**config.mk**
```make
export PLATFORM = sky130hd
export DESIGN_NAME = csf_top
export DESIGN_NICKNAME = d
export VERILOG_FILES = /design/src/core/csf_pkg.sv /design/src/core/csf_top.sv
export SDC_FILE = /design/constraint.sdc
export NUM_CORES = 1
export LEC_CHECK = 0
export ABC_AREA = 1
export BUFFER_PORTS_ARGS = -buffer_cell sky130_fd_sc_hd__buf_2
export CAP_MARGIN = 5
export CORE_MARGIN = 10
export CORE_UTILIZATION = 49
export DETAILED_ROUTE_END_ITERATION = 10
export PLACE_DENSITY = 0.81
export REMOVE_ABC_BUFFERS = 1
export SLEW_MARGIN = 20
export SYNTH_ARGS = -nofsm -noshare
export SYNTH_HDL_FRONTEND = slang
export SYNTH_SLANG_ARGS = --single-unit
```
**constraint.sdc**
```tcl
create_clock -name CORE_CLK -period 2.7 [get_ports CORE_CLK]
set_input_delay 0.54 -clock CORE_CLK [delete_from_list [all_inputs] [get_ports CORE_CLK]]
set_output_delay 0.54 -clock CORE_CLK [all_outputs]
set_load 0.01 [all_outputs]
```
**src/core/csf_pkg.sv**
```systemverilog
package csf_pkg;
	// Register indices; the bus byte address is four times the index
	localparam logic [7:0] IDX_PHASE_OFFSET_VALUE_HI   = 8'h4B;
	localparam logic [7:0] IDX_PHASE_OFFSET_VALUE_LO   = 8'h4C;
	localparam logic [7:0] IDX_PHADJ     = 8'h4D;
	localparam logic [7:0] IDX_OUT1      = 8'h53;
	localparam logic [7:0] IDX_OUT2      = 8'h54;
	localparam logic [7:0] IDX_OUT3      = 8'h55;
	localparam logic [7:0] IDX_GLOB_SUM  = 8'h43;
	localparam logic [7:0] IDX_OUT_SUM   = 8'h45;
	localparam logic [7:0] IDX_SLOW_CTRL = 8'h60;
	localparam int         NUM_OUT       = 3;
	// Measurement high register fields
	localparam int MH_OVF   = 6;
	localparam int MH_MEASURE_READY_IRQ_EN = 5;
	localparam int MH_RDY   = 4;
	localparam int MH_BUSY  = 3;
	// Phase adjust fields
	localparam int PA_IE    = 3;
	localparam int PA_DONE  = 2;
	localparam int PA_BUSY  = 1;
	localparam int PA_ARMED = 0;
	// Output clock status fields
	localparam int OC_SLIE  = 7;
	localparam int OC_SLL   = 6;
	localparam int OC_SLV   = 5;
	localparam int OC_RSIE  = 4;
	localparam int OC_RSL   = 3;
	localparam int OC_HLIE  = 2;
	localparam int OC_HLL   = 1;
	localparam int OC_HLV   = 0;
	// Summary bit positions
	localparam int GS_PA  = 1;
	localparam int GS_PHASE_OFFSET_VALUE = 0;
	// Reset value and AHB bus encodings
	localparam logic [7:0] PHADJ_RST = 8'h84;
	localparam logic [1:0] HTRANS_NONSEQ = 2'h2;
	localparam logic [2:0] HSIZE_WORD    = 3'h2;
endpackage : csf_pkg

```
**src/core/csf_top.sv**
```systemverilog
`timescale 1ns/1ps
// Summary of operation
// - Overflow flag set when measurement overflowed
// - Ready enable gates ready flag request
// - Ready flag latched on new result
// - Measurement busy reads live
// - Eleven-bit offset split across two registers
// - Offset spans plus 1023 to minus 1024
// - Adjust enable gates done flag request
// - Done flag latched, write one clears
// - Adjust busy reads live
// - Armed reads live, cleared by trigger
// - Three identical output status registers
// - Slow edge enable gates edge flag request
// - Slow rising edge latched, write clears
// - Slow level reported inverted when enabled
// - Resume enable gates resume flag request
// - Resume latched after stop, write clears
// - Halt enable gates halt flag request
// - Halt latched on stop, write clears
// - Halt level reads live
// - Clock-path flags held at zero until path ready
// - Phase adjust summary bit
// - Measurement summary bit
// - Per-output summary bits
module csf_top #(
	parameter int NOUT = csf_pkg::NUM_OUT
) (
	input  wire logic             CORE_CLK,     // 200 MHz clock
	input  wire logic             RST,          // Async reset, high
	input  wire logic             HSEL,         // AHB select
	input  wire logic [31:0]      HADDR,        // AHB address
	input  wire logic [1:0]       HTRANS,       // AHB transfer type
	input  wire logic             HWRITE,       // AHB write
	input  wire logic [2:0]       HSIZE,        // AHB size
	input  wire logic [31:0]      HWDATA,       // AHB write data
	input  wire logic             HREADY,       // AHB bus ready
	output logic      [31:0]      HRDATA,       // AHB read data
	output logic                  HREADYOUT,    // AHB slave ready
	output logic                  HRESP,        // AHB response
	input  wire logic             PHASE_OFFSET_VALUE_DONE,    // Measurement finished pulse
	input  wire logic             PHASE_OFFSET_VALUE_OVF,     // Overflow with PHASE_OFFSET_VALUE_DONE
	input  wire logic [10:0]      PHASE_OFFSET_VALUE_VALUE,   // Signed result
	input  wire logic             PHASE_OFFSET_VALUE_BUSY,    // Measurement running
	input  wire logic             ADJ_DONE,     // Adjust complete pulse
	input  wire logic             ADJ_BUSY,     // Adjust running
	input  wire logic             ADJ_ARMED,    // Adjust armed
	input  wire logic [NOUT-1:0]  SLOW_CLK,     // Slow divider levels
	input  wire logic [NOUT-1:0]  CLK_STOPPED,  // Output stopped levels
	input  wire logic [NOUT-1:0]  PATH_READY,   // Output path clocked
	output logic                  PA_IRQ,       // Phase adjust summary
	output logic                  PHASE_OFFSET_VALUE_IRQ,     // Measurement summary
	output logic      [NOUT-1:0]  OUT_IRQ       // Per-output summary
);
	logic        ap_write_ff;
	logic        ap_read_ff;
	logic [7:0]  ap_addr_ff;
	logic        phase_offset_value_ovf_ff;
	logic        phase_offset_value_rdy_ff;
	logic        phase_offset_value_ie_ff;
	logic [10:0] phase_offset_value_val_ff;
	logic        phase_offset_value_busy_ff;
	logic        adj_done_ff;
	logic        adj_ie_ff;
	logic        adj_busy_ff;
	logic        adj_armed_ff;
	logic [NOUT-1:0] slow_prev_ff;
	logic [NOUT-1:0] stop_prev_ff;
	logic [NOUT-1:0] slow_rep_en_ff;
	logic [7:0]  oc_ff [NOUT];
	logic [7:0]  wbyte;
	logic        wr_hit;
	logic [7:0]  rd_mux;
	logic        edge_arm_ff;

	function automatic logic wr_one(input logic [7:0] a, input int b);
		wr_one = ap_write_ff && (ap_addr_ff == a) && wbyte[b];
	endfunction : wr_one

	assign wbyte  = HWDATA[7:0];
	assign wr_hit = ap_write_ff;

	// Address phase capture; writes take zero wait states
	always_ff @(posedge CORE_CLK or posedge RST) begin
		if (RST) begin
			ap_write_ff <= 1'b0;
			ap_read_ff  <= 1'b0;
			ap_addr_ff  <= 8'h00;
		end else begin
			ap_write_ff <= HSEL && HREADY && HTRANS[1] && HWRITE;
			ap_read_ff  <= HSEL && HREADY && HTRANS[1] && !HWRITE;
			ap_addr_ff  <= HADDR[9:2];
		end
	end

	// Edge detectors have no history on the first cycle out of reset;
	// skip it so a pin already high is not taken for an edge
	always_ff @(posedge CORE_CLK or posedge RST) begin
		if (RST)
			edge_arm_ff <= 1'b0;
		else
			edge_arm_ff <= 1'b1;
	end

	always_ff @(posedge CORE_CLK or posedge RST) begin
		if (RST) begin
			phase_offset_value_ovf_ff <= 1'b0;
			phase_offset_value_rdy_ff <= 1'b0;
			phase_offset_value_ie_ff  <= 1'b0;
			phase_offset_value_val_ff <= 11'h000;
			phase_offset_value_busy_ff <= 1'b0;
		end else begin
			if (PHASE_OFFSET_VALUE_DONE)
				phase_offset_value_ovf_ff <= PHASE_OFFSET_VALUE_OVF;
			else if (wr_one(csf_pkg::IDX_PHASE_OFFSET_VALUE_HI, csf_pkg::MH_OVF))
				phase_offset_value_ovf_ff <= 1'b0;
			if (PHASE_OFFSET_VALUE_DONE)
				phase_offset_value_rdy_ff <= 1'b1;
			else if (wr_one(csf_pkg::IDX_PHASE_OFFSET_VALUE_HI, csf_pkg::MH_RDY))
				phase_offset_value_rdy_ff <= 1'b0;
			if (wr_hit && ap_addr_ff == csf_pkg::IDX_PHASE_OFFSET_VALUE_HI)
				phase_offset_value_ie_ff <= wbyte[csf_pkg::MH_MEASURE_READY_IRQ_EN];
			if (PHASE_OFFSET_VALUE_DONE)
				phase_offset_value_val_ff <= PHASE_OFFSET_VALUE_VALUE;
			phase_offset_value_busy_ff <= PHASE_OFFSET_VALUE_BUSY;
		end
	end

	always_ff @(posedge CORE_CLK or posedge RST) begin
		if (RST) begin
			adj_done_ff  <= csf_pkg::PHADJ_RST[csf_pkg::PA_DONE];
			adj_ie_ff    <= csf_pkg::PHADJ_RST[csf_pkg::PA_IE];
			adj_busy_ff  <= csf_pkg::PHADJ_RST[csf_pkg::PA_BUSY];
			adj_armed_ff <= csf_pkg::PHADJ_RST[csf_pkg::PA_ARMED];
		end else begin
			if (ADJ_DONE)
				adj_done_ff <= 1'b1;
			else if (wr_one(csf_pkg::IDX_PHADJ, csf_pkg::PA_DONE))
				adj_done_ff <= 1'b0;
			if (wr_hit && ap_addr_ff == csf_pkg::IDX_PHADJ)
				adj_ie_ff <= wbyte[csf_pkg::PA_IE];
			adj_busy_ff  <= ADJ_BUSY;
			adj_armed_ff <= ADJ_ARMED;
		end
	end

	// Slow level report enables
	always_ff @(posedge CORE_CLK or posedge RST) begin
		if (RST)
			slow_rep_en_ff <= '0;
		else if (wr_hit && ap_addr_ff == csf_pkg::IDX_SLOW_CTRL)
			slow_rep_en_ff <= wbyte[NOUT-1:0];
	end

	for (genvar i = 0; i < NOUT; i++) begin : g_out
		logic [7:0] my_addr;
		logic       wr_me;
		assign my_addr = csf_pkg::IDX_OUT1 + 8'(i);
		assign wr_me   = wr_hit && ap_addr_ff == my_addr;
		always_ff @(posedge CORE_CLK or posedge RST) begin
			if (RST) begin
				oc_ff[i]        <= 8'h00;
				slow_prev_ff[i] <= 1'b0;
				stop_prev_ff[i] <= 1'b0;
			end else begin
				slow_prev_ff[i] <= SLOW_CLK[i];
				stop_prev_ff[i] <= CLK_STOPPED[i];
				if (wr_me) begin
					oc_ff[i][csf_pkg::OC_SLIE] <= wbyte[csf_pkg::OC_SLIE];
					oc_ff[i][csf_pkg::OC_RSIE] <= wbyte[csf_pkg::OC_RSIE];
					oc_ff[i][csf_pkg::OC_HLIE] <= wbyte[csf_pkg::OC_HLIE];
				end
				if (edge_arm_ff && SLOW_CLK[i] && !slow_prev_ff[i])
					oc_ff[i][csf_pkg::OC_SLL] <= 1'b1;
				else if (wr_me && wbyte[csf_pkg::OC_SLL])
					oc_ff[i][csf_pkg::OC_SLL] <= 1'b0;
				oc_ff[i][csf_pkg::OC_SLV] <= slow_rep_en_ff[i] && !SLOW_CLK[i];
				// held at zero until path ready
				if (!PATH_READY[i]) begin
					oc_ff[i][csf_pkg::OC_RSL] <= 1'b0;
					oc_ff[i][csf_pkg::OC_HLL] <= 1'b0;
					oc_ff[i][csf_pkg::OC_HLV] <= 1'b0;
				end else begin
					if (edge_arm_ff && !CLK_STOPPED[i]
						&& stop_prev_ff[i])
						oc_ff[i][csf_pkg::OC_RSL] <= 1'b1;
					else if (wr_me && wbyte[csf_pkg::OC_RSL])
						oc_ff[i][csf_pkg::OC_RSL] <= 1'b0;
					if (edge_arm_ff && CLK_STOPPED[i]
						&& !stop_prev_ff[i])
						oc_ff[i][csf_pkg::OC_HLL] <= 1'b1;
					else if (wr_me && wbyte[csf_pkg::OC_HLL])
						oc_ff[i][csf_pkg::OC_HLL] <= 1'b0;
					oc_ff[i][csf_pkg::OC_HLV] <= CLK_STOPPED[i];
				end
			end
		end
		always_ff @(posedge CORE_CLK or posedge RST) begin
			if (RST)
				OUT_IRQ[i] <= 1'b0;
			else
				OUT_IRQ[i] <= (oc_ff[i][csf_pkg::OC_SLIE] && oc_ff[i][csf_pkg::OC_SLL])
					|| (oc_ff[i][csf_pkg::OC_RSIE] && oc_ff[i][csf_pkg::OC_RSL])
					|| (oc_ff[i][csf_pkg::OC_HLIE] && oc_ff[i][csf_pkg::OC_HLL]);
		end
	end

	always_ff @(posedge CORE_CLK or posedge RST) begin
		if (RST) begin
			PA_IRQ   <= 1'b0;
			PHASE_OFFSET_VALUE_IRQ <= 1'b0;
		end else begin
			PA_IRQ   <= adj_ie_ff && adj_done_ff;
			PHASE_OFFSET_VALUE_IRQ <= phase_offset_value_ie_ff && phase_offset_value_rdy_ff;
		end
	end

	always_comb begin
		rd_mux = 8'h00;
		case (ap_addr_ff)
			csf_pkg::IDX_PHASE_OFFSET_VALUE_HI:
				rd_mux = {1'b0, phase_offset_value_ovf_ff, phase_offset_value_ie_ff, phase_offset_value_rdy_ff,
					phase_offset_value_busy_ff, phase_offset_value_val_ff[10:8]};
			csf_pkg::IDX_PHASE_OFFSET_VALUE_LO: rd_mux = phase_offset_value_val_ff[7:0];
			csf_pkg::IDX_PHADJ:
				rd_mux = {csf_pkg::PHADJ_RST[7:4], adj_ie_ff, adj_done_ff,
					adj_busy_ff, adj_armed_ff};
			csf_pkg::IDX_GLOB_SUM: rd_mux = {6'h00, PA_IRQ, PHASE_OFFSET_VALUE_IRQ};
			csf_pkg::IDX_OUT_SUM:  rd_mux = 8'(OUT_IRQ);
			csf_pkg::IDX_SLOW_CTRL: rd_mux = 8'(slow_rep_en_ff);
			default: begin
				for (int k = 0; k < NOUT; k++)
					if (ap_addr_ff == csf_pkg::IDX_OUT1 + 8'(k))
						rd_mux = oc_ff[k];
			end
		endcase
	end

	// Read data registered; costs one wait state per read
	always_ff @(posedge CORE_CLK or posedge RST) begin
		if (RST) begin
			HRDATA    <= 32'h0000_0000;
			HREADYOUT <= 1'b1;
			HRESP     <= 1'b0;
		end else begin
			HRESP <= 1'b0;
			if (HSEL && HREADY && HTRANS[1] && !HWRITE)
				HREADYOUT <= 1'b0;
			else
				HREADYOUT <= 1'b1;
			if (ap_read_ff)
				HRDATA <= {24'h000000, rd_mux};
		end
	end

	// Checks; one clock domain, quiet while reset is high
	// ready flag sets
	a_ready_set: assert property (@(posedge CORE_CLK)
		disable iff (RST) PHASE_OFFSET_VALUE_DONE |=> phase_offset_value_rdy_ff)
		else $error("ready flag not set");
	a_ovf_track: assert property (@(posedge CORE_CLK)
		disable iff (RST) PHASE_OFFSET_VALUE_DONE |=> phase_offset_value_ovf_ff == $past(PHASE_OFFSET_VALUE_OVF))
		else $error("overflow flag wrong");
	a_phase_offset_value_busy: assert property (@(posedge CORE_CLK)
		disable iff (RST) 1'b1 |=> phase_offset_value_busy_ff == $past(PHASE_OFFSET_VALUE_BUSY))
		else $error("measure busy wrong");
	a_phase_offset_value_irq: assert property (@(posedge CORE_CLK)
		disable iff (RST) PHASE_OFFSET_VALUE_DONE && phase_offset_value_ie_ff && !wr_hit
		|-> ##2 PHASE_OFFSET_VALUE_IRQ) else $error("measure request missing");
	a_phase_offset_value_quiet: assert property (@(posedge CORE_CLK)
		disable iff (RST) !phase_offset_value_ie_ff |=> !PHASE_OFFSET_VALUE_IRQ)
		else $error("measure request unmasked");
	a_phase_offset_value_value: assert property (@(posedge CORE_CLK)
		disable iff (RST) PHASE_OFFSET_VALUE_DONE |=> phase_offset_value_val_ff == $past(PHASE_OFFSET_VALUE_VALUE))
		else $error("measure value wrong");
	a_phase_offset_value_clear: assert property (@(posedge CORE_CLK)
		disable iff (RST) wr_hit && ap_addr_ff == csf_pkg::IDX_PHASE_OFFSET_VALUE_HI
		&& wbyte[csf_pkg::MH_RDY] && !PHASE_OFFSET_VALUE_DONE |=> !phase_offset_value_rdy_ff)
		else $error("ready flag not cleared");
	a_adj_done: assert property (@(posedge CORE_CLK)
		disable iff (RST) ADJ_DONE |=> adj_done_ff)
		else $error("done flag not set");
	a_adj_clear: assert property (@(posedge CORE_CLK)
		disable iff (RST) wr_hit && ap_addr_ff == csf_pkg::IDX_PHADJ
		&& wbyte[csf_pkg::PA_DONE] && !ADJ_DONE |=> !adj_done_ff)
		else $error("done flag not cleared");
	a_adj_irq: assert property (@(posedge CORE_CLK)
		disable iff (RST) !adj_ie_ff |=> !PA_IRQ)
		else $error("adjust request unmasked");
	a_pa_summary: assert property (@(posedge CORE_CLK)
		disable iff (RST) adj_ie_ff && adj_done_ff |=> PA_IRQ)
		else $error("adjust request missing");
	a_adj_busy: assert property (@(posedge CORE_CLK)
		disable iff (RST) 1'b1 |=> adj_busy_ff == $past(ADJ_BUSY))
		else $error("adjust busy wrong");
	a_armed_live: assert property (@(posedge CORE_CLK)
		disable iff (RST) $fell(ADJ_ARMED) |=> !adj_armed_ff)
		else $error("armed bit stuck");
	a_slow_edge: assert property (@(posedge CORE_CLK)
		disable iff (RST) edge_arm_ff && $rose(SLOW_CLK[0])
		|=> oc_ff[0][csf_pkg::OC_SLL])
		else $error("slow edge not latched");
	a_last_output: assert property (@(posedge CORE_CLK)
		disable iff (RST) edge_arm_ff && $rose(SLOW_CLK[NOUT-1])
		|=> oc_ff[NOUT-1][csf_pkg::OC_SLL])
		else $error("last output edge not latched");
	a_slow_level: assert property (@(posedge CORE_CLK)
		disable iff (RST) 1'b1 |=> oc_ff[0][csf_pkg::OC_SLV]
		== ($past(slow_rep_en_ff[0]) && !$past(SLOW_CLK[0])))
		else $error("slow level wrong");
	a_resume_set: assert property (@(posedge CORE_CLK)
		disable iff (RST) edge_arm_ff && PATH_READY[0]
		&& $fell(CLK_STOPPED[0]) |=> oc_ff[0][csf_pkg::OC_RSL])
		else $error("resume not latched");
	a_halt_set: assert property (@(posedge CORE_CLK)
		disable iff (RST) edge_arm_ff && PATH_READY[0]
		&& $rose(CLK_STOPPED[0]) |=> oc_ff[0][csf_pkg::OC_HLL])
		else $error("halt not latched");
	a_halt_lvl: assert property (@(posedge CORE_CLK)
		disable iff (RST) PATH_READY[0] && CLK_STOPPED[0]
		|=> oc_ff[0][csf_pkg::OC_HLV]) else $error("halt level wrong");
	a_path_quiet: assert property (@(posedge CORE_CLK)
		disable iff (RST) !PATH_READY[0] |=> !oc_ff[0][csf_pkg::OC_RSL]
		&& !oc_ff[0][csf_pkg::OC_HLL] && !oc_ff[0][csf_pkg::OC_HLV])
		else $error("clock path bits set");
	a_out_slow: assert property (@(posedge CORE_CLK)
		disable iff (RST) oc_ff[0][csf_pkg::OC_SLIE]
		&& oc_ff[0][csf_pkg::OC_SLL] |=> OUT_IRQ[0])
		else $error("slow edge request missing");
	a_out_resume: assert property (@(posedge CORE_CLK)
		disable iff (RST) oc_ff[0][csf_pkg::OC_RSIE]
		&& oc_ff[0][csf_pkg::OC_RSL] |=> OUT_IRQ[0])
		else $error("resume request missing");
	a_out_halt: assert property (@(posedge CORE_CLK)
		disable iff (RST) oc_ff[0][csf_pkg::OC_HLIE]
		&& oc_ff[0][csf_pkg::OC_HLL] |=> OUT_IRQ[0])
		else $error("halt request missing");
	a_out_quiet: assert property (@(posedge CORE_CLK)
		disable iff (RST) !oc_ff[0][csf_pkg::OC_SLIE]
		&& !oc_ff[0][csf_pkg::OC_RSIE] && !oc_ff[0][csf_pkg::OC_HLIE]
		|=> !OUT_IRQ[0]) else $error("output request unmasked");

	// Main scenarios
	c_phase_offset_value: cover property (@(posedge CORE_CLK) PHASE_OFFSET_VALUE_DONE ##2 PHASE_OFFSET_VALUE_IRQ);
	c_adj: cover property (@(posedge CORE_CLK) ADJ_DONE ##2 PA_IRQ);
	c_out: cover property (@(posedge CORE_CLK) OUT_IRQ[0]);
	c_resume: cover property (@(posedge CORE_CLK)
		OUT_IRQ[0] && oc_ff[0][csf_pkg::OC_RSL]);
	c_clear: cover property (@(posedge CORE_CLK)
		adj_done_ff ##1 !adj_done_ff);
endmodule : csf_top

```
==> key figures, run 1 <==
Worst setup path
  • Crit path kind: flip-flop to flip-flop
  • Reg2Reg Depth: 6
  • CP Launch Type: flip-flop
  • CP Capture Type: flip-flop
  • Worst Path Max Fanout: 18
  • R2R Setup Slk: about 1.1 ns
  • RR Startpoint: ap_addr_ff[4]
  • Arr. time, crit path: approximately 1.9 ns
  • Data required, critical path: a little under 3 ns
  • Capturing point of the worst reg2reg path: phase_offset_value_ie_ff
  • Worst Setup SP: ap_addr_ff[4]

Logic synthesis
  • Synth top area share: a little over half
  • Number of synthesized register bits: 77
  • Register area share after synthesis: 54.6%
  • Syn Area/Cell: a little under 9 um2
  • Synth warn: 0
  • Mapped Cells: between 400 and 500
  • Main area contributors after synthesis: dfrtp_1, nand2_1, nand3_1
  • Post-Syn Area: 3530 um2
  • Library cells used by synthesis: 30
  • Post-synth top area cell: dfrtp_1

Power and ir drop
  • Sw Pwr: 0.567 mW
  • Int Pwr: 1.65 mW
  • Reg power frac: a little under three fifths
  • Pwr dens: 552 nW/um2
  • Leakage: around 2.1 nW
  • Logic gate share of total power: roughly 8.8%
  • Peak VDD IR: 0.462 mV
  • Sw Share: approximately a quarter
  • Clock power frac: approximately a third

Detailed routing
  • 1st-iter DRT viols: approximately 270
  • # DRC: 0
  • First-pass DRT Iterations: 5
  • Post-Route WL: a little over 8000 um
  • M1 wire length: between 3000 and 4000 um
  • Routed wire per std cell: 14.4 um
  • Vias per cell: around 4.9
  • Met3 routed WL: 756 um
  • Metal2 WL: around 3700 um
  • Post-DRT Antenna Nets: 0
  • Uppermost layer routed: met4
  • Vias: around 2800

Global routing
  • First-pass GRT wire length: 13500 um
  • Tot GR Track Use: approximately 15%
  • Initial antenna violation count: 0
  • Gr ovfl total: 0
  • Largest net degree at the start of global routing: 46
  • Vias in the first global route: around 2800

Clock tree
  • CTS tree: done
  • Post-CTS setup buffer count: 0
  • Total CTS buffers: 9
  • Clk slew on worst S/H paths: roughly 0.08 ns
  • H-Tree Depth: 3
  • Root Buffer: clkbuf_8
  • Post-CTS Resized: 0
  • Cts hold-fix bufs: 0
  • CTS Buffer Depth: 2
  • Clock sinks: 77
  • Later-pin clock latency in the skew report: 0.36 ns

Place
  • Pre-CTS setup slack: about 1.1 ns
  • DP HPWL: between 6000 and 7000 um
  • PortBufs: 61
  • GPL Wtd Cong: 0.905
  • Placed cell area: a little under 4000 um2

Cells and area
  • Final nets: ~570
  • Finished Cell Area: just over 4000 um2
  • Area delta synth->final: 13.9%
  • Layout cells sized above 1: around a fifth
  • Antenna diodes: 0

Worst hold path
  • Min-Delay Path Class: input port to asynchronous set/reset pin

STA
  • Setup violators final: 0
  • Final hold vios: 0
  • Relative slew slack: 53.0%
  • RSZ-0062 raised after global routing: false
  • Max Freq: slightly above 600 MHz
  • Period minus WS final: 1.61 ns
  • Worst-Margin Slew: slightly above 0.7 ns
  • Ratio of final minimum period to clock period: around three fifths
  • Setup_tns: 0 ns
  • Setup ws final: about 1.1 ns
  • Worst Skew: slightly below 0.007 ns
  • Pins over their slew limit: 0

Floorplanning
  • IO Pins: 139
  • Die height: about 100 um
  • Initial Utilization: between 50% and 60%
  • Die ar.: around 11000 um2
  • Die extent in x: between 100 and 150 um
  • Row cnt: 30
  • Core Area: 6910 um2

Outcome
  • Status: completed

Run
  • Max Cap Violations: 0
[synthesized netlist by cell type (all sizes together)]
cell type / count
nor2: 43
nand3: 48
conb: 2
o21ai: 36
nand4: 2
a21boi: 3
dfstp: 2
mux2: 3
a21o: 1
clkbuf: 2
nand2: 113
or2: 2
inv: 42
nor3: 1
o31ai: 3
o211ai: 1
buf: 29
dfrtp: 75
[layer usage]
metal  track usage [%]  vias to the layer above
met2              22.8                      128
met5                 0                        -
met4              5.69                        0
met3              6.63                       14
li1                  -                     1371
met1              19.1                     1318
[critical path, cell delays in order (launching register included)]
cell and delay [ns]:
dfrtp_1 0.40, inv_1 0.09, nand2_1 0.13, nor2_8 0.26, nand2_2 0.14, nor2_2 0.15
mux2_1 0.33
[area by class of cell]
cell class              instances  area (um2)
flip-flops and latches         77        1930
well taps                      96         120
fillers                       626        2890
multi-input cells             282        1310
clock buffers                  12         155
repair buffers                 62         325
inverters                      42         158
clock inverters                 4        22.5
[through the flow]
step	instances	util (%)	hold slack, ns	power, mW
2_1_floorplan	401	-	0.410	1.36
3_3_place_gp	559	55.7	0.417	1.45
3_5_place_dp	559	55.7	0.419	1.46
4_1_cts	575	58.2	0.265	2.24
5_1_grt	575	58.2	0.267	2.32
6_report	575	58.2	0.286	2.22
[placed cells by master, fill, tap and decap left out]
cell / Yosys / layout
clkinv_2: 0 / 3
nor2_1: 35 / 35
nand4_1: 2 / 2
clkbuf_8: 0 / 11
clkinvlp_4: 0 / 1
nand3_1: 47 / 47
inv_2: 1 / 2
a21boi_1: 1 / 1
inv_1: 41 / 40
buf_2: 2 / 61
nor2_2: 3 / 3
nor2_4: 4 / 4
nor2_8: 1 / 1
o31ai_1: 3 / 3
buf_12: 0 / 1
nand2_2: 4 / 4
a21o_1: 1 / 1
mux2_1: 1 / 1
nand2_1: 108 / 108
nor3_1: 1 / 1
mux2_2: 2 / 2
clkbuf_1: 2 / 1
dfstp_2: 2 / 2
a21boi_0: 2 / 2
o21ai_1: 8 / 8
nand2_4: 1 / 1
o21ai_0: 28 / 28
o211ai_1: 1 / 1
conb_1: 2 / 26
or2_2: 2 / 2
dfrtp_1: 75 / 75
nand3_4: 1 / 1
[power by group through the flow]
stage	Sequential [mW]	Combinational, mW	Clock [mW]
after floorplan	1.26	0.108	0
after global placement	1.26	0.188	0
after detailed placement	1.26	0.194	0
after CTS	1.24	0.195	0.803
after global routing	1.25	0.223	0.848
final	1.24	0.195	0.783
[registers in the layout (all words and copies together), names as in the netlist, 3 cells and up]
register,cells
stop_prev_ff,3
phase_offset_value_val_ff,11
oc_ff,24
slow_rep_en_ff,3
HRDATA,8
slow_prev_ff,3
ap_addr_ff,8
OUT_IRQ,3
[cell families after synthesis]
family	synth area share, %
AOI/OAI and AO/OA	6.80
other	0.213
buffers and inverters	10.8
DFF	54.6
muxes	0.956
and+or+nand+nor	26.6
[worst max-delay path by stage]
| stage | end |
|---|---|
| final | phase_offset_value_ie_ff |
| after global routing | oc_ff[19] |
| after CTS | phase_offset_value_ie_ff |
| after detailed placement | phase_offset_value_ie_ff |
| after global placement | phase_offset_value_ie_ff |
| after floorplan | HRDATA[0] |
Power figures use the tool's default switching activity.
==> run 2, diff against run 1 <==
Settings changed: CORE_UTILIZATION 49 to 44, PLACE_DENSITY 0.81 to 0.77.
Clock period 2.7 ns to 1.4 ns, I/O delays scaled along.
==> key figures, run 2 (same netlist as run 1, synthesis figures left out) <==
Worst setup path
  • Worst Path Max Fanout: 7
  • Arr. time, crit path: 1.70 ns
  • Crit path kind: flip-flop to flip-flop
  • CP Capture Type: flip-flop
  • CP Launch Type: flip-flop
  • Reg2Reg Depth: 7
  • Worst path max stage delay: 0.39 ns
  • Critical path buffer and inverter count: 2
  • CP top delay family: simple AND/OR/NAND/NOR gates
  • Stages on the worst setup path: 7
  • Data required, critical path: 1.63 ns
  • CP max-delay cell: dfrtp_1
  • Crit-path cells: inv_2 -> nand4_1 -> nor2_4 -> buf_4 -> nand2_4 -> o21ai_1 -> a21boi_0

Cells and area
  • Most frequent cells in the layout: nand2_1, dfrtp_1, buf_2, inv_1, nand3_1
  • Layout cells sized above 1: 31.8%
  • Largest registers: oc_ff: 24 flops, phase_offset_value_val_ff: 11 flops
  • Antenna diodes: 0
  • Final nets: between 600 and 700
  • Filler instances: between 700 and 800
  • Most common cell after layout, fill and taps aside: nand2_1
  • Post-route insts no fill: around 600
  • Largest Register: oc_ff
  • Area delta synth->final: 27.6%
  • Finished Cell Area: about 4500 um2
  • Largest register FFs: 24

Global routing
  • Initial antenna violation count: 0
  • Gr ovfl total: 0
  • Tot GR Track Use: between 10% and 20%
  • Largest net degree at the start of global routing: 28
  • First-pass GRT wire length: about 15000 um
  • Vias in the first global route: 3008

Place
  • Pre-CTS setup slack: -0.107 ns
  • DP HPWL: slightly above 7000 um
  • PortBufs: between 60 and 70
  • Placed cell area: roughly 4000 um2
  • GPL Wtd Cong: 0.885
  • Placed cell count: around 590

STA
  • RSZ-0062 raised after global routing: true
  • Setup ws final: -0.0673 ns
  • Max Freq: slightly below 700 MHz
  • Ratio of final minimum period to clock period: 105%
  • Period minus WS final: ~1.5 ns
  • Worst hold slack: 0.0247 ns
  • Worst Skew: 0.00904 ns
  • Pins over their slew limit: 0
  • Setup violators final: 13
  • Final hold vios: 0
  • Setup_tns: -0.306 ns

Floorplanning
  • Die height: 110 um
  • Core Area: about 7800 um2
  • IO Pins: 139
  • Initial Utilization: a little under half
  • Die ar.: ~12000 um2
  • Die extent in x: 110 um
  • Row cnt: 32

Outcome
  • Failing checks: negative setup slack
  • Status: complete, but fails checks

Detailed routing
  • Routed wire per std cell: around 15 um
  • Vias: 2915
  • Post-DRT Antenna Nets: 0
  • # DRC: 0
  • Vias per cell: between 4 and 5
  • First-pass DRT Iterations: 4
  • 1st-iter DRT viols: 157
  • Post-Route WL: about 9000 um

Clock tree
  • Clock sinks: 77
  • Later-pin clock latency in the skew report: approximately 0.36 ns
  • CTS Buffer Depth: 2
  • H-Tree Depth: 3
  • Clk slew on worst S/H paths: around 0.080 ns
  • CTS tree: done
  • Total CTS buffers: 9
  • Root Buffer: clkbuf_8

Power and ir drop
  • Peak VDD IR: about 0.66 mV
  • Pwr dens: roughly 1100 nW/um2
  • Leakage: roughly 2.4 nW

Run
  • Max Cap Violations: 0

Worst hold path
  • Hold Crit Depth: 1
  • Min-Delay Path Class: input port to flip-flop
-- run 2: cell count changes in the layout (fill, tap and decap cells not counted), sizes merged --
cell and delta:
clkinvlp -1, bufinv +3, clkinv -3, buf +26
clkbuf +1, dlygate4sd3 +1
-- run 2: area by class of cell --
type / instances / area, um2 / share of cell area [%]
inverter: 42 / 158 / 3.50
clock inverter: 3 / 90.1 / 2.00
tap: 102 / 128 / 2.83
clock buffer: 13 / 169 / 3.75
multi-input combinational: 282 / 1460 / 32.4
sequential: 77 / 1930 / 42.8
timing repair buffer: 89 / 571 / 12.7
-- run 2: through the flow --
| step | utilization [%] | total power [mW] |
|---|---|---|
| CTS | 56.5 | 4.98 |
| global placement | 51.8 | 2.83 |
| finish | 58.0 | 4.95 |
| detailed placement | 51.8 | 2.84 |
| global route | 58.0 | 5.15 |
| floorplan | - | 2.63 |
-- run 2: worst register-to-register path, cell delays in order, from the launching register on --
cell and delay, ns:
dfrtp_1 0.39, inv_2 0.07, nand4_1 0.20, nor2_4 0.24
buf_4 0.15, nand2_4 0.07, o21ai_1 0.13, a21boi_0 0.09
-- run 2: worst paths after layout --
kind / to / start / slack, ns
max in group asynchronous: HREADYOUT / RST / 0.46
worst max register to register: oc_ff[19] / ap_addr_ff[5] / -0.07
worst max-delay path: oc_ff[19] / ap_addr_ff[5] / -0.07
worst min-delay path: adj_armed_ff / ADJ_ARMED / 0.02
min in group asynchronous: slow_rep_en_ff[2] / RST / 0.42
worst min register to register: oc_ff[22] / slow_prev_ff[0] / 0.42
-- run 2: where the power goes --
part	switching, mW	internal (mW)	total (mW)
Clock	0.784	1.33	2.12
Sequential	0.0707	2.33	2.40
Combinational	0.267	0.167	0.433
-- run 2: layer usage --
layer	vias up	part of all wire, %	track usage (%)
met5	-	0	0
met4	0	2.0	6.69
met3	15	9.1	3.80
met2	88	47	25.4
met1	1382	41	19.4
li1	1430	-	-
-- run 2: timing repair --
| action | CTS | global route |
|---|---|---|
| hold endpoints to repair | 9 | 0 |
| buffers inserted | 2 | 4 |
| hold buffers | 1 | 0 |
| pin swaps | 15 | 16 |
| gates resized for setup | 31 | 30 |
| setup endpoints to repair | 17 | 29 |
==> run 3, diff against run 2 <==
Settings changed: CORE_ASPECT_RATIO from default to 1.5.
==> key figures, run 3 (same netlist as run 1, synthesis figures left out) <==
Outcome
  • Status: complete, but fails checks
  • Failing checks: negative setup slack

Global routing
  • First-pass GRT wire length: approximately 15000 um
  • Initial antenna violation count: 0
  • Gr ovfl total: 0
  • Largest net degree at the start of global routing: 45
  • Tot GR Track Use: ~16%
  • Vias in the first global route: a little over 3000

Power and ir drop
  • Peak VDD IR: roughly 0.90 mV
  • Int Pwr: about 4.3 mW
  • Sw Pwr: between 1 and 1.5 mW
  • Final Power: ~5.5 mW
  • Logic gate share of total power: under 10%
  • Pwr dens: about 1200 nW/um2
  • Leakage: approximately 2.5 nW
  • Sw Share: 21.9%
  • Clock power frac: between 40% and 50%
  • Reg power frac: ~44%

Floorplanning
  • Core Area: between 7000 and 8000 um2
  • Row cnt: 40
  • Die ar.: between 10000 and 15000 um2
  • Initial Utilization: between 40 and 50%
  • IO Pins: between 100 and 150
  • Die height: about 130 um
  • Die extent in x: approximately 93 um

Worst setup path
  • CP Capture Type: flip-flop
  • Reg2Reg Depth: 8
  • CP Launch Type: flip-flop
  • Data required, critical path: roughly 1.6 ns
  • RR Startpoint: ap_addr_ff[5]
  • Crit path kind: flip-flop to flip-flop
  • Capturing point of the worst reg2reg path: oc_ff[3]
  • R2R Setup Slk: -0.07 ns
  • Arr. time, crit path: between 1.5 and 2 ns
  • Worst Path Max Fanout: 8

Cells and area
  • Layout cells sized above 1: roughly a third
  • Largest register FFs: 24
  • Most frequent cells in the layout: nand2_1, dfrtp_1, buf_2, nand3_1, inv_1
  • Finished Cell Area: around 4700 um2
  • Largest Register: oc_ff
  • Final nets: around 600
  • Antenna diodes: 0
  • Most common cell after layout, fill and taps aside: nand2_1
  • Area delta synth->final: 33.6%
  • Filler instances: 667
  • Largest registers: oc_ff: 24 flops, phase_offset_value_val_ff: 11 flops

STA
  • Period minus WS final: between 1 and 1.5 ns
  • RSZ-0062 raised after global routing: true
  • Worst Skew: slightly above 0.006 ns
  • Final hold vios: 0
  • Setup violators final: 15
  • Ratio of final minimum period to clock period: 105%
  • Pins over their slew limit: 0
  • Setup ws final: -0.0654 ns
  • Worst hold slack: 0.0483 ns
  • Max Freq: between 600 and 700 MHz

Worst hold path
  • Worst Hold End: phase_offset_value_busy_ff
  • Hold path startpoint: PHASE_OFFSET_VALUE_BUSY
  • Min-Delay Path Class: input port to flip-flop
  • Hold Crit Depth: 1

Clock tree
  • CTS Buffer Depth: 2
  • Clock sinks: 77
  • CTS tree: done
  • Later-pin clock latency in the skew report: ~0.33 ns
  • Root Buffer: clkbuf_16
  • H-Tree Depth: 3
  • Clk slew on worst S/H paths: 0.06 ns
  • Total CTS buffers: 9

Place
  • GPL Wtd Cong: approximately 0.88
  • Placed cell area: about 4000 um2
  • DP HPWL: ~7100 um
  • PortBufs: between 60 and 70

Detailed routing
  • Vias: ~3100
  • 1st-iter DRT viols: 164
  • Routed wire per std cell: between 15 and 20 um
  • Post-Route WL: between 9000 and 10000 um
  • Vias per cell: around 5
  • Post-DRT Antenna Nets: 0
  • # DRC: 0
  • First-pass DRT Iterations: 5

Run
  • Max Cap Violations: 0
## run 3: cell count changes in the layout (fill, tap and decap cells not counted), moves of 3 or more
cell       change
buf_12         +3
buf_6          +4
clkbuf_16      +9
clkbuf_8      -11
inv_1          -3
inv_2          +3
nor2_1         -5
nor2_2         +5
## run 3: per-layer routing
metal,track usage (%),routed length [um],vias to the layer above
met1,16.0,3350,1455
li1,-,-,1445
met3,5.87,750,30
met2,27.0,5040,121
met4,11.1,450,0
met5,0,0,-
## run 3: final cells by class
class                   count  area [um2]  area share (%)
clock buffers              12         246            5.22
inverters                  42         158            3.34
repair buffers             96         676            14.3
clock inverters             4        95.1            2.01
flip-flops and latches     77        1930            40.9
multi-input cells         282        1480            31.4
well taps                 105         131            2.78
## run 3: worst max-delay path: stages (launching register included)
cell and delay, ns:
dfrtp_1 0.40, inv_2 0.10, buf_6 0.11, nand2_4 0.04, nor2_4 0.18, buf_12 0.15
nand3_4 0.12, o21ai_2 0.16, a21boi_1 0.07
## run 3: worst max-delay path by stage
stage | startpoint | to | cells after the start
2_1_floorplan | RST | HRDATA[0] | 1
3_3_place_gp | ap_addr_ff[5] | oc_ff[22] | 6
3_5_place_dp | ap_addr_ff[5] | oc_ff[22] | 6
4_1_cts | ap_addr_ff[5] | HRDATA[7] | 8
5_1_grt | ap_addr_ff[5] | HRDATA[3] | 10
6_report | ap_addr_ff[5] | oc_ff[3] | 8
## run 3: power groups by stage
stage / Clock (mW) / Sequential, mW / Combinational (mW)
final: 2.64 / 2.40 / 0.464
after floorplan: 0 / 2.42 / 0.209
after CTS: 2.68 / 2.39 / 0.435
after global placement: 0 / 2.43 / 0.392
after global routing: 2.79 / 2.41 / 0.521
after detailed placement: 0 / 2.43 / 0.403
## run 3: repair_timing
item / CTS / global route
hold buffers: 1 / 0
setup endpoints to repair: 23 / 30
gates cloned: 1 / 0
setup buffers: 7 / 10
resized for setup: 42 / 32
hold endpoints to repair: 14 / 0
pin swaps: 14 / 15
## run 3: through the flow
stage               util, %  instances  setup TNS, ns  setup slack (ns)
global placement       50.6        584         -0.656            -0.119
global route           59.7        618          -2.00            -0.138
floorplan                 -        401         -63.98            -0.843
detailed placement     50.6        584          -1.55            -0.183
CTS                    57.7        609         -0.918           -0.0900
finish                 59.7        618         -0.471           -0.0654
